## src/hdl/drc_pkg.sv

```systemverilog
// Package: constants, types and commands for the drum range comparator
package drc_pkg;
	localparam int DRC_WORD_W = 16;
	localparam int DRC_DRUM_MAX = 9999;
	localparam logic [15:0] DRC_DRUM_MAX_BCD = 16'h9999;
	localparam logic [8:0] DRC_SLOT_LO = 9'd500;
	localparam logic [8:0] DRC_SLOT_HI = 9'd511;
	localparam logic [8:0] DRC_FAST_SLOT = 9'd511;
	localparam int DRC_COUNT_LSB = 0;
	localparam int DRC_COUNT_MSB = 7;
	localparam int DRC_BLOCK_RANGES = 16;
	localparam logic [15:0] DRC_PV_RESET = 16'h0000;

	// Operation requested for one evaluation
	typedef enum logic [1:0] {
		DRC_OP_DRUM,
		DRC_OP_FAST,
		DRC_OP_BLOCK
	} drc_op_t;

	// Table memory read request
	typedef struct packed {
		logic req;
		logic [9:0] addr;
	} drc_mem_req_t;

	// Counter step command for the drum counter
	typedef struct packed {
		logic step;
		logic down;
		logic clear;
	} drc_step_t;
endpackage

```

## src/hdl/drc_range_compare.sv

```systemverilog
// Drum counter, fast drum and block range comparison engine
// What this block does
// - Drum count wraps 0 to 9999 both ways
// - Every containing range up to MAX_RANGES turns its result bit
// - Entry count from first word bits 00..07
// - Fast variant compares fast counter value
// - Block compare: 16-bit binary, 16 ranges
//
// Interface notes
// Clock: single domain, rising edge only
// Reset: asynchronous, active low, all outputs cleared
// Step command: sampled every edge, clear beats step
// Count register: BCD, four digits, wraps both ways
// Start: taken only while idle, one-cycle pulse
// Start while busy: ignored, no queueing
// Op, table base, block key: taken with start
// Key latched at start, later input moves harmless
// Drum pass: head word first, then low/high pairs
// Block pass: sixteen pairs straight from the base
// Pair layout: low word first, high word next
// Bounds inclusive at both ends
// Head count zero: empty pass, all bits clear
// Head count above result width: clipped, not wrapped
// Memory request: registered, one word per answer
// Request held until the answer strobe arrives
// Answer strobe must only follow a live request
// Extra strobes would be taken as the next word
// Done: one-cycle pulse, result updates with it
// Result: stands unchanged until the next done
// Busy: high from start until the done cycle
// Compare is plain unsigned magnitude
// BCD ordered like hex, so one comparator serves
// Block key is binary; same comparator applies
// Slot and area placement left to the caller
// Table words assumed BCD, never checked here
// Limitation: one pass at a time, no overlap
// Trade-off: serial compare, one pair per two answers
// Saves comparators, costs two answers per range
// Pass length grows with entries and answer delay
`timescale 1ns/1ns
`default_nettype none
module drc_range_compare
	import drc_pkg::*;
#(
	parameter int MAX_RANGES = 16,
	parameter int ADDR_W = 10
) (
	input wire logic clock,
	input wire logic resetn,
	input wire drc_step_t step_cmd,
	input wire logic [15:0] fast_count_value,
	input wire logic start,
	input wire drc_op_t op,
	input wire logic [ADDR_W-1:0] compare_table_base,
	input wire logic [15:0] block_input,
	output var drc_mem_req_t mem_req,
	input wire logic [15:0] mem_rdata,
	input wire logic mem_rvalid,
	output logic busy,
	output logic done,
	output logic [MAX_RANGES-1:0] result,
	output logic [15:0] present_count_value
);
	typedef enum logic [2:0] {S_IDLE, S_HEAD, S_LOW, S_HIGH, S_DONE} drc_state_t;

	// Elaboration check: at most 256 result bits, block needs sixteen, ADDR_W must be 10
	if (MAX_RANGES < DRC_BLOCK_RANGES || MAX_RANGES > 256 || ADDR_W != 10) begin : g_bad_params
		$error("drc_range_compare: unsupported parameters");
	end

	drc_state_t state;
	drc_op_t cur_op;
	logic [ADDR_W-1:0] rd_addr;
	logic [8:0] entries;
	logic [8:0] index;
	logic [15:0] key;
	logic [15:0] low_limit;
	logic [MAX_RANGES-1:0] acc;
	logic [15:0] next_pv;
	logic range_hit;
	logic [MAX_RANGES-1:0] hit_vec;

	// Inclusive containment of the key in the current pair
	always_comb range_hit = (key >= low_limit) && (key <= mem_rdata);

	// One decode per result bit; only the entry under compare can light
	for (genvar gi = 0; gi < MAX_RANGES; gi++) begin : g_hit
		assign hit_vec[gi] = range_hit && (index == 9'(gi));
	end

	// BCD increment/decrement with wrap at 9999 and 0
	function automatic logic [15:0] bcd_step(input logic [15:0] v, input logic down);
		logic [15:0] r;
		logic carry;
		r = v;
		carry = 1'b1;
		for (int d = 0; d < 4; d++) begin
			if (carry) begin
				if (!down) begin
					carry = (v[d*4 +: 4] == 4'h9);
					r[d*4 +: 4] = carry ? 4'h0 : v[d*4 +: 4] + 4'h1;
				end else begin
					carry = (v[d*4 +: 4] == 4'h0);
					r[d*4 +: 4] = carry ? 4'h9 : v[d*4 +: 4] - 4'h1;
				end
			end
		end
		return r;
	endfunction

	// Next drum value; wrap falls out of the digit carry chain
	always_comb begin
		next_pv = present_count_value;
		if (step_cmd.clear)
			next_pv = DRC_PV_RESET;
		else if (step_cmd.step)
			next_pv = bcd_step(present_count_value, step_cmd.down);
	end

	// Drum counter register, held in BCD like its table entries
	always_ff @(posedge clock or negedge resetn) begin
		if (!resetn)
			present_count_value <= DRC_PV_RESET;
		else
			present_count_value <= next_pv;
	end

	// Sequencer: one table word per memory answer
	always_ff @(posedge clock or negedge resetn) begin
		if (!resetn) begin
			state <= S_IDLE;
			cur_op <= DRC_OP_DRUM;
			rd_addr <= '0;
			entries <= '0;
			index <= '0;
			key <= '0;
			low_limit <= '0;
			acc <= '0;
		end else begin
			unique case (state)
				S_IDLE: begin
					if (start) begin
						cur_op <= op;
						acc <= '0;
						index <= '0;
						rd_addr <= compare_table_base;
						// Key latched at start so a moving count cannot tear the pass
						unique case (op)
							DRC_OP_DRUM: key <= present_count_value;
							DRC_OP_FAST: key <= fast_count_value;
							default: key <= block_input;
						endcase
						if (op == DRC_OP_BLOCK) begin
							entries <= 9'(DRC_BLOCK_RANGES);
							state <= S_LOW;
						end else begin
							state <= S_HEAD;
						end
					end
				end
				S_HEAD: begin
					if (mem_rvalid) begin
						// Counts above MAX_RANGES are clipped to the result width
						entries <= (9'(mem_rdata[DRC_COUNT_MSB:DRC_COUNT_LSB]) > 9'(MAX_RANGES)) ?
							9'(MAX_RANGES) : 9'(mem_rdata[DRC_COUNT_MSB:DRC_COUNT_LSB]);
						rd_addr <= rd_addr + 10'd1;
						state <= (mem_rdata[DRC_COUNT_MSB:DRC_COUNT_LSB] == 8'h00) ? S_DONE : S_LOW;
					end
				end
				S_LOW: begin
					if (mem_rvalid) begin
						low_limit <= mem_rdata;
						rd_addr <= rd_addr + 10'd1;
						state <= S_HIGH;
					end
				end
				S_HIGH: begin
					if (mem_rvalid) begin
						// Plain compare is valid for BCD too: digit order preserves magnitude
						acc <= acc | hit_vec;
						rd_addr <= rd_addr + 10'd1;
						index <= index + 9'd1;
						state <= (index + 9'd1 >= entries) ? S_DONE : S_LOW;
					end
				end
				S_DONE: begin
					state <= S_IDLE;
				end
				default: state <= S_IDLE;
			endcase
		end
	end

	// Memory request, registered
	always_ff @(posedge clock or negedge resetn) begin
		if (!resetn) begin
			mem_req <= '0;
		end else begin
			mem_req.req <= (state == S_HEAD || state == S_LOW || state == S_HIGH) && !mem_rvalid;
			mem_req.addr <= rd_addr;
		end
	end

	// Status and result; result updates whole so bits never glitch mid-pass
	always_ff @(posedge clock or negedge resetn) begin
		if (!resetn) begin
			busy <= 1'b0;
			done <= 1'b0;
			result <= '0;
		end else begin
			busy <= (state != S_IDLE && state != S_DONE) || (state == S_IDLE && start);
			done <= (state == S_DONE);
			if (state == S_DONE)
				result <= acc;
		end
	end
endmodule
`default_nettype wire

```

## config.mk

```make
export PLATFORM = sky130hd
export DESIGN_NAME = drc_range_compare
export DESIGN_NICKNAME = d
export VERILOG_FILES = /design/src/hdl/drc_pkg.sv /design/src/hdl/drc_range_compare.sv
export SDC_FILE = /design/constraint.sdc
export NUM_CORES = 1
export LEC_CHECK = 0
export ABC_AREA = 1
export BUFFER_PORTS_ARGS = -buffer_cell sky130_fd_sc_hd__buf_4
export CAP_MARGIN = 25
export CORE_ASPECT_RATIO = 2
export CORE_MARGIN = 2
export CORE_UTILIZATION = 30
export DETAILED_ROUTE_END_ITERATION = 8
export RECOVER_POWER = 25
export SYNTH_ARGS = -nofsm -noshare
export SYNTH_HDL_FRONTEND = slang
export SYNTH_SLANG_ARGS = --single-unit
```

## constraint.sdc

```tcl
create_clock -name clock -period 2 [get_ports clock]
set_clock_uncertainty 0.15 [all_clocks]
set_input_delay 0.3 -clock clock [delete_from_list [all_inputs] [get_ports clock]]
set_output_delay 0.3 -clock clock [all_outputs]
set_load 0.02 [all_outputs]
```

==> results of run 1 <==
[layer usage]
metal,GRT usage (%),vias up
met5,0,-
met4,8.05,0
met3,2.93,49
met2,31.6,137
met1,15.7,3200
li1,-,3330
[worst max-delay path by stage]
stage / slack (ns) / endpoint / depth (start not counted)
2_1_floorplan: -0.06 / state[1] / 15
3_3_place_gp: -0.23 / state[1] / 15
3_5_place_dp: -0.29 / state[1] / 15
4_1_cts: -0.20 / state[1] / 14
5_1_grt: -0.51 / state[1] / 15
6_report: -0.26 / state[1] / 15
[area by class of cell]
| cell class | count | area [sq um] | share of cell area [%] |
|---|---|---|---|
| Clock buffer | 19 | 453 | 4.48 |
| Inverter | 126 | 473 | 4.68 |
| Sequential cell | 123 | 3080 | 30.5 |
| Tap cell | 283 | 354 | 3.50 |
| Clock inverter | 12 | 188 | 1.86 |
| Timing Repair Buffer | 199 | 1580 | 15.7 |
| Multi-Input combinational cell | 636 | 3980 | 39.4 |
[power by group through the flow]
stage                     clock network, mW  logic (mW)  registers (mW)
after floorplan                           0        2.63            3.94
after global placement                    0        4.63            3.71
after detailed placement                  0        4.72            3.73
after CTS                              3.44        5.18            3.70
after global routing                   3.54        6.56            3.83
final                                  3.37        5.91            3.73
[kinds of logic (layout without fill, tap and decap cells)]
kind of cell / Yosys count / count (layout)
DFF: 123 / 123
AOI/OAI and AO/OA: 153 / 153
buffers and inverters: 152 / 356
and+or+nand+nor: 418 / 418
xor gates and xnor gates: 14 / 14
adders and majority gates: 51 / 51
[cell usage in the layout (no fill, tap or decap), drive strengths merged, types with 5 or more instances in the layout]
cell type | synthesis | layout
o21ai | 79 | 79
nand4 | 11 | 11
o22ai | 8 | 8
buf | 12 | 187
clkbuf | 14 | 23
a31oi | 5 | 5
ha | 51 | 51
xor2 | 11 | 11
o211ai | 6 | 6
a21oi | 44 | 44
nor3 | 10 | 10
nor2 | 71 | 71
dfrtp | 123 | 123
dlygate4sd3 | 0 | 8
nand2 | 248 | 248
inv | 125 | 128
nand3 | 67 | 67
[flip-flops by register name, summed over array words and instances, names as in the netlist]
name                 cells
mem_req                 11
busy                     1
rd_addr                 10
done                     1
state                    3
result                  16
acc                     16
present_count_value     16
key                     16
entries                  8
low_limit               16
index                    9
[what timing repair did]
| item | 4_1_cts | 5_1_grt |
|---|---|---|
| setup endpoints to repair | 21 | 46 |
| hold buffers | 8 | 0 |
| hold endpoints to repair | 35 | 0 |
| pin swaps | 6 | 42 |
| cloned | 1 | 1 |
| setup buffers | 4 | 11 |
| gates resized for setup | 24 | 109 |
[worst min-delay path, cell delays in order]
cell	delay [ns]
buf_4	0.08
o21ai_0	0.08
o22ai_1	0.10
==> impl_metrics.yaml, run 1 <==
worst_setup_path:
  worst_path_most_repeated_cell: "nand2_1"
  cp_num_buf_inv: 3
  crit_arrival_ns: 2.43
  worst-r2r-setup-slack_ns: -0.26
  critPathKind: "reg -> reg"
  rr_worst_depth: 15
  crit_slowest_cell: "dfrtp_1"
  critPathTopFamily: "simple AND/OR/NAND/NOR gates"
  crit_chain: "inv_2 -> nor3_2 -> inv_1 -> nor2_2 -> inv_2 -> o21ai_1 -> o21ai_1 -> ha_1 -> nand2_1 -> nor2_1 -> nand4_1 -> nand4_1 -> nand2_1 -> nand2_1 -> nand2_1"
  regToRegStartpoint: "index[2]"
  rr_endpoint: "state[1]"
  critPathLaunchType: "register"
  crit_fanout: 4
  cp_slowest_stage_delay_ns: 0.41
  startpoint: "index[2]"
  required_ns: 2.17
  crit_path_end_kind: "register"
yosys:
  synth_compound_area_share_pct: 11.9
  synth_area_sq_um: 7020
  ys_seq_elements: 123
  ys_top_cells_by_area: "dfrtp_1 (44%), nand2_1 (13%), ha_1 (9.1%)"
  syn_area_per_cell_sq_um: 7.70
  synth_enable_flop_cells: 0
  synth_nets: 1029
  async_reset_ff_share_pct: 100
  muxShareOfSynthArea_pct: 0
  synth_cell_types: 40
  syn_inst: 911
  ys.flop_type: "dfrtp_1"
  synth_xor_area_share_pct: 1.75
  synthMostInstantiatedCell: "nand2_1"
  synth_seq_area_share_pct: 43.9
  ys_top_cells_by_count: "nand2_1 (246), dfrtp_1 (123), inv_1 (121), o21ai_0 (76), nor2_1 (70)"
  synth_top_family_by_area: "simple AND/OR/NAND/NOR gates"
  netlist.area_leader.share_pct: 43.9
  synth_fa_ha_area_share_pct: 9.09
  ys_warn_count: 0
  yosys.area_share.simple_pct: 25.0
  synth_top_area_cell: "dfrtp_1"
detailed_routing:
  met3WireLength_um: 551
  dr.pass1.iters: 5
  met2_length_um: 11300
  final_antenna_net_count: 0
  highest_layer: "met4"
  routed_wl_um: 20100
  routedWlPerCell_um: 14.4
  met1Wirelength_um: 7470
  drc: 0
  dr.first_iter.drc_count: 230
  vias_per_cell: 4.80
  dr_total_vias: 6716
timing:
  maxSlewHeadroom_pct: 48.6
  slew_violations: 0
  final.setup.tns_ns: -0.702
  holdWs_ns: 0.0197
  min_period_ns: 2.26
  tightest_slew_ns: 0.772
  hold_viol_final: 0
  setup_viol: 18
  clock.fmax_ghz: 0.443
  setup_ws_ns: -0.257
  rsz0062_at_grt: "yes"
  period_share_pct: 113
die:
  core_sq_um: 23100
  io-pin-count: 112
  rows: 79
  die_w_um: 112
  die_h_um: 220
  floorplan.initialDensity_pct: 30.3
  dieArea_sq_um: 24700
run:
  max-cap-violations: 0
clock_tree:
  root_buffer: "clkbuf_16"
  h-tree-depth: 4
  clk_path_buf_depth: 2
  clkSlewWorstSetupHoldPaths_ns: 0.06
  cts_tree: "yes"
  clk_latency_ns: 0.44
  cts_buffers: 17
  clock_sinks: 123
min_path:
  hold_end: "rd_addr[4]"
  hold_depth: 3
  hold_class: "in -> reg"
  min-delay-start: "compare_table_base[4]"
grt:
  grt_pass1_wl_um: 31500
  grt_usage_pct: 16.0
  grt-ovfl-total: 0
  grt_pass1_vias: 6744
  antenna_found_initial: 0
  grt_max_degree: 33
layout:
  postLayoutCellArea_sq_um: 10100
  filler_cell_count: 2379
  fin_util_pct: 43.7
  n_antenna_cell: 0
  nets: 1221
  drive_above_1_share_pct: 30.4
  finalNonFillerCells: 1398
  syn2layout_area_growth_pct: 44.1
place:
  placed_cells: 1341
  place_area_sq_um: 8630
  dp_slack_ns: -0.294
  io_buffers: 111
  place.gp.congestion: 0.861
  hpwlAfterDp_um: 14700
run_status:
  status: "finished, violations left"
  violations: "negative setup slack"
power:
  p_comb_share_pct: 45.4
  internal-power_mw: 7.89
  totalPowerFinal_mw: 13.0
  p_leak_nw: 4.94
  switching_share_pct: 39.3
  powerDensity_nw_per_um2: 1290
  seqPwrFrac_pct: 28.7
  switchingPower_mw: 5.11
  ir_drop_uv: 1010
  pwr-share-clk_pct: 25.9
No activity file was read; power rests on OpenSTA's default activity.
==> run 2, diff against run 1 <==
RECOVER_POWER = not set   (was 25)
==> run 2 against run 1 <==
The run still ends with negative setup slack left; routed wire length about the same; die area stayed put; non-clock buffer count unchanged; worst setup slack improved by 0.00072 ns; critical path depth unchanged; total power rose by 0.14%; clock power barely moved.
==> impl_metrics.yaml, run 2 (synthesis results as in run 1) <==
timing:
  clock.fmax_ghz: 0.443
  hold_viol_final: 0
  maxSlewHeadroom_pct: 66.7
  rsz0062_at_grt: "yes"
  setup_ws_ns: -0.256
  min_period_ns: 2.26
  slew_violations: 0
  tightest_slew_ns: 0.497
  period_share_pct: 113
  holdWs_ns: 0.0197
  setup_viol: 18
die:
  floorplan.initialDensity_pct: 30.3
  io-pin-count: 112
  die_h_um: 220
  core_sq_um: 23100
  dieArea_sq_um: 24700
  die_w_um: 112
  rows: 79
grt:
  grt_pass1_vias: 6744
  grt_max_degree: 33
  antenna_found_initial: 0
  grt-ovfl-total: 0
  grt_usage_pct: 16.0
  grt_pass1_wl_um: 31500
clock_tree:
  clk_path_buf_depth: 2
  root_buffer: "clkbuf_16"
  cts_tree: "yes"
  h-tree-depth: 4
  clk_latency_ns: 0.44
  clock_sinks: 123
  cts_buffers: 17
  clkSlewWorstSetupHoldPaths_ns: 0.06
worst_setup_path:
  startpoint: "index[2]"
  required_ns: 2.17
  cp-endpoint: "state[1]"
  crit_chain: "inv_2 -> nor3_2 -> inv_1 -> nor2_2 -> inv_2 -> o21ai_1 -> o21ai_1 -> ha_1 -> nand2_1 -> nor2_1 -> nand4_1 -> nand4_1 -> nand2_1 -> nand2_1 -> nand2_1"
  rr_endpoint: "state[1]"
  crit_fanout: 4
  crit_arrival_ns: 2.43
  critPathKind: "reg -> reg"
  crit_slowest_cell: "dfrtp_1"
  worst-r2r-setup-slack_ns: -0.26
  rr_worst_depth: 15
  cp_slowest_stage_delay_ns: 0.41
  worst_path_most_repeated_cell: "nand2_1"
  crit_path_end_kind: "register"
  regToRegStartpoint: "index[2]"
  critPathLaunchType: "register"
detailed_routing:
  dr_total_vias: 6717
  dr.pass1.iters: 4
  final_antenna_net_count: 0
  routedWlPerCell_um: 14.4
  drc: 0
  routed_wl_um: 20100
  vias_per_cell: 4.80
  dr.first_iter.drc_count: 223
run:
  max-cap-violations: 0
place:
  place_area_sq_um: 8630
  dp_slack_ns: -0.294
  place.gp.congestion: 0.861
  hpwlAfterDp_um: 14700
  io_buffers: 111
layout:
  mostFrequentLayoutCell: "nand2_1"
  drive_above_1_share_pct: 30.4
  postLayoutCellArea_sq_um: 10200
  nets: 1221
  filler_cell_count: 2375
  most-common-layout-cells: "nand2_1 (232), buf_4 (181), dfrtp_1 (120)"
  syn2layout_area_growth_pct: 44.7
  fin_util_pct: 43.9
  n_antenna_cell: 0
power:
  switching_share_pct: 39.3
  seqPwrFrac_pct: 28.6
  ir_drop_uv: 1010
  p_leak_nw: 4.95
  p_comb_share_pct: 45.5
  pwr-share-clk_pct: 25.9
  internal-power_mw: 7.90
  switchingPower_mw: 5.12
  powerDensity_nw_per_um2: 1280
  totalPowerFinal_mw: 13.0
run_status:
  status: "finished, violations left"
  violations: "negative setup slack"
min_path:
  hold_class: "in -> reg"
run 2: cell types whose count changed in the layout (fill, tap and decap cells not counted), sizes merged:
cell	delta
buf	+3
clkbuf	-3
run 2: stage by stage:
step	setup TNS, ns	std cells
floorplan	-0.112	911
global placement	-0.865	1341
detailed placement	-1.22	1341
CTS	-0.396	1385
global route	-2.68	1398
finish	-0.705	1398
run 2: layer usage:
metal,GRT usage [%],vias up,wire length (um)
li1,-,3330,-
met1,15.7,3207,7520
met2,31.6,130,11300
met3,2.93,50,537
met4,8.05,0,753
met5,0,-,0
run 2: area by class of cell:
| type | instances | area [sq um] | area share [%] |
|---|---|---|---|
| Clock buffer | 19 | 453 | 4.46 |
| Multi-Input combinational cell | 636 | 3980 | 39.2 |
| Tap cell | 283 | 354 | 3.49 |
| Clock inverter | 12 | 188 | 1.85 |
| Inverter | 126 | 473 | 4.66 |
| Sequential cell | 123 | 3080 | 30.3 |
| Timing Repair Buffer | 199 | 1630 | 16.0 |
run 2: what timing repair did:
| item | CTS | global route |
|---|---|---|
| pin swaps | 6 | 42 |
| resized for setup | 24 | 109 |
| hold buffers | 8 | 0 |
| hold endpoints to repair | 35 | 0 |
| buffers inserted | 4 | 11 |
| gates cloned | 1 | 1 |
| endpoints found under the setup margin | 21 | 46 |
run 2: worst max-delay path, delay by kind of cell, from the launching register on:
kind | cells | cell delay (ns)
AO/OA/AOI/OAI | 2 | 0.21
adder cells (fa/ha/maj) | 1 | 0.31
buffers and inverters | 3 | 0.23
flip-flops | 1 | 0.41
AND/OR/NAND/NOR | 9 | 0.84
run 2: power by group through the flow:
stage | registers, mW | logic, mW | clock network [mW]
2_1_floorplan | 3.94 | 2.63 | 0
3_3_place_gp | 3.71 | 4.63 | 0
3_5_place_dp | 3.73 | 4.72 | 0
4_1_cts | 3.70 | 5.18 | 3.44
5_1_grt | 3.83 | 6.57 | 3.54
6_report | 3.73 | 5.92 | 3.37
run 2: how the worst min path moves through the flow:
stage	from	end	depth (start not counted)
after floorplan	resetn	acc[0]	0
after global placement	resetn	result[10]	1
after detailed placement	resetn	result[8]	1
after CTS	compare_table_base[3]	rd_addr[3]	3
after global routing	compare_table_base[4]	rd_addr[4]	3
final	compare_table_base[4]	rd_addr[4]	3
==> run 3, diff against run 2 <==
PLACE_DENSITY = 0.54   (was not set)
clock period = 2.3 ns   (was 2 ns; I/O delays follow)
==> run 3 against run 2 <==
The flow still finishes with violations (negative setup slack); maximum frequency decreased by 2.9%; clock power is 14% lower; global-route usage decreased by 0.075 points; total power decreased by 23%; non-clock buffer count decreased by 56; design area down 10%; first-iteration DRC count up 30%; sequential share of layout area is 3.5 points higher; via count is 6.2% lower; sequential power shrank 13%; utilization is 4.5 points lower.
==> impl_metrics.yaml, run 3 (synthesis results as in run 1) <==
grt:
  use_met2_pct: 31.1
  grt_pass1_wl_um: 31200
  grt-busiest-layer: "met2"
  globalRouteMet3Util_pct: 2.88
  antenna_found_initial: 0
  grt_pass1_vias: 6382
  grt-ovfl-total: 0
  use_met1_pct: 16.6
  grt_usage_pct: 16.0
  grt_max_degree: 119
clock_tree:
  cts_buffers: 17
  h-tree-depth: 4
  clk_latency_ns: 0.43
  clock_sinks: 123
  clk_path_buf_depth: 2
  root_buffer: "clkbuf_16"
  clkSlewWorstSetupHoldPaths_ns: 0.06
  cts_tree: "yes"
detailed_routing:
  routedWlPerCell_um: 14.1
  drc: 0
  vias_per_cell: 4.69
  dr_total_vias: 6301
  dr.pass1.iters: 4
  routed_wl_um: 18900
  dr.first_iter.drc_count: 291
  final_antenna_net_count: 0
run:
  max-cap-violations: 0
layout:
  multi_input_area_sq_um: 3440
  regArea_sq_um: 3080
  most-common-layout-cells: "nand2_1 (243), buf_4 (135), dfrtp_1 (123)"
  drive_above_1_share_pct: 19.3
  mostFrequentLayoutCell: "nand2_1"
  postLayoutCellArea_sq_um: 9110
  nets: 1165
  n_antenna_cell: 0
  syn2layout_area_growth_pct: 29.8
  finalNonFillerCells: 1343
  filler_cell_count: 2459
power:
  internal-power_mw: 6.22
  powerDensity_nw_per_um2: 1100
  totalPowerFinal_mw: 10.0
  p_comb_share_pct: 38.8
  p_leak_nw: 4.63
  switching_share_pct: 38.1
  pwr-share-clk_pct: 28.8
  seqPwrFrac_pct: 32.4
  switchingPower_mw: 3.83
  ir_drop_uv: 546
die:
  dieArea_sq_um: 24700
  die_h_um: 220
  rows: 79
  die_w_um: 112
  io-pin-count: 112
  floorplan.initialDensity_pct: 30.3
  core_sq_um: 23100
timing:
  final.setup.tns_ns: -0.0247
  period_share_pct: 101
  setup_viol: 1
  tightest_slew_ns: 0.771
  clock.fmax_ghz: 0.430
  setup_ws_ns: -0.0247
  min_period_ns: 2.32
  maxSlewHeadroom_pct: 48.6
  rsz0062_at_grt: "yes"
  hold_viol_final: 0
  slew_violations: 0
place:
  io_buffers: 111
  placed_cells: 1303
  dp_slack_ns: -0.0782
  hpwlAfterDp_um: 14300
  place_area_sq_um: 8310
  place.gp.congestion: 0.817
worst_setup_path:
  crit_fanout: 4
  critPathKind: "reg -> reg"
  critPathLaunchType: "register"
  crit_arrival_ns: 2.49
  rr_worst_depth: 15
  crit_path_end_kind: "register"
  required_ns: 2.47
run_status:
  violations: "negative setup slack"
  status: "finished, violations left"
min_path:
  hold_class: "in -> reg"
  hold_depth: 3
==> run 3: changes by cell type in the layout (fill, tap and decap cells not counted), moves of 8 or more <==
| cell | delta |
|---|---|
| ha_1 | +13 |
| nand3_4 | -14 |
| nand3_1 | +20 |
| nor2_1 | +8 |
| inv_2 | -8 |
| a21oi_1 | +18 |
| buf_4 | -46 |
| ha_4 | -13 |
| a21oi_2 | -18 |
| inv_1 | +8 |
| nand2_1 | +11 |
==> run 3: worst paths after layout <==
path / start / end / slack (ns)
max in group asynchronous: resetn / mem_req[10] / 0.99
hold / removal: compare_table_base[6] / rd_addr[6] / 0.02
setup / recovery: index[2] / state[1] / -0.02
min in group asynchronous: resetn / present_count_value[9] / 0.12
setup reg to reg: index[2] / state[1] / -0.02
hold reg to reg: rd_addr[9] / mem_req[9] / 0.29
==> run 3: cell type report <==
cell class	count	share of cell area [%]
inverter	126	5.19
multi-input combinational	636	37.8
clock inverter	13	2.10
timing repair buffer	143	12.4
tap	283	3.89
sequential	123	33.8
clock buffer	19	4.86
==> run 3: repair_timing <==
item	in CTS	in global routing
buffers inserted	0	6
gates cloned	0	0
hold endpoints to repair	55	0
gates resized for setup	6	22
hold buffers	2	0
setup endpoints to repair	2	7
pin swaps	1	11
==> run 3: power groups by stage <==
stage	clock, mW	sequential [mW]	combinational, mW
after floorplan	0	3.42	2.28
after global placement	0	3.29	3.78
after detailed placement	0	3.29	3.84
after CTS	2.96	3.26	3.86
after global routing	3.07	3.34	4.46
final	2.90	3.25	3.89
==> run 3: worst max-delay path, stage by stage, from the launching register on <==
cell,delay [ns]
dfrtp_1,0.39
inv_2,0.06
nor3_2,0.23
inv_1,0.09
nor2_2,0.16
inv_2,0.08
o21ai_2,0.14
o21ai_2,0.08
ha_1,0.31
nand2_1,0.05
nor2_1,0.10
nand4_1,0.11
nand4_1,0.10
nand2_1,0.06
nand2_1,0.05
nand2_1,0.05
==> run 3: per-stage QoR <==
step / hold slack [ns] / util, %
floorplan: -0.101 / -
global placement: 0.0191 / 35.9
detailed placement: 0.0211 / 35.9
CTS: 0.00824 / 38.8
global route: 0.0150 / 39.4
finish: 0.0207 / 39.4
==> run 3: layer usage <==
metal / up-vias / routed length [um]
li1: 3231 / -
met1: 2932 / 7300
met2: 109 / 10700
met3: 29 / 508
met4: 0 / 439
met5: - / 0
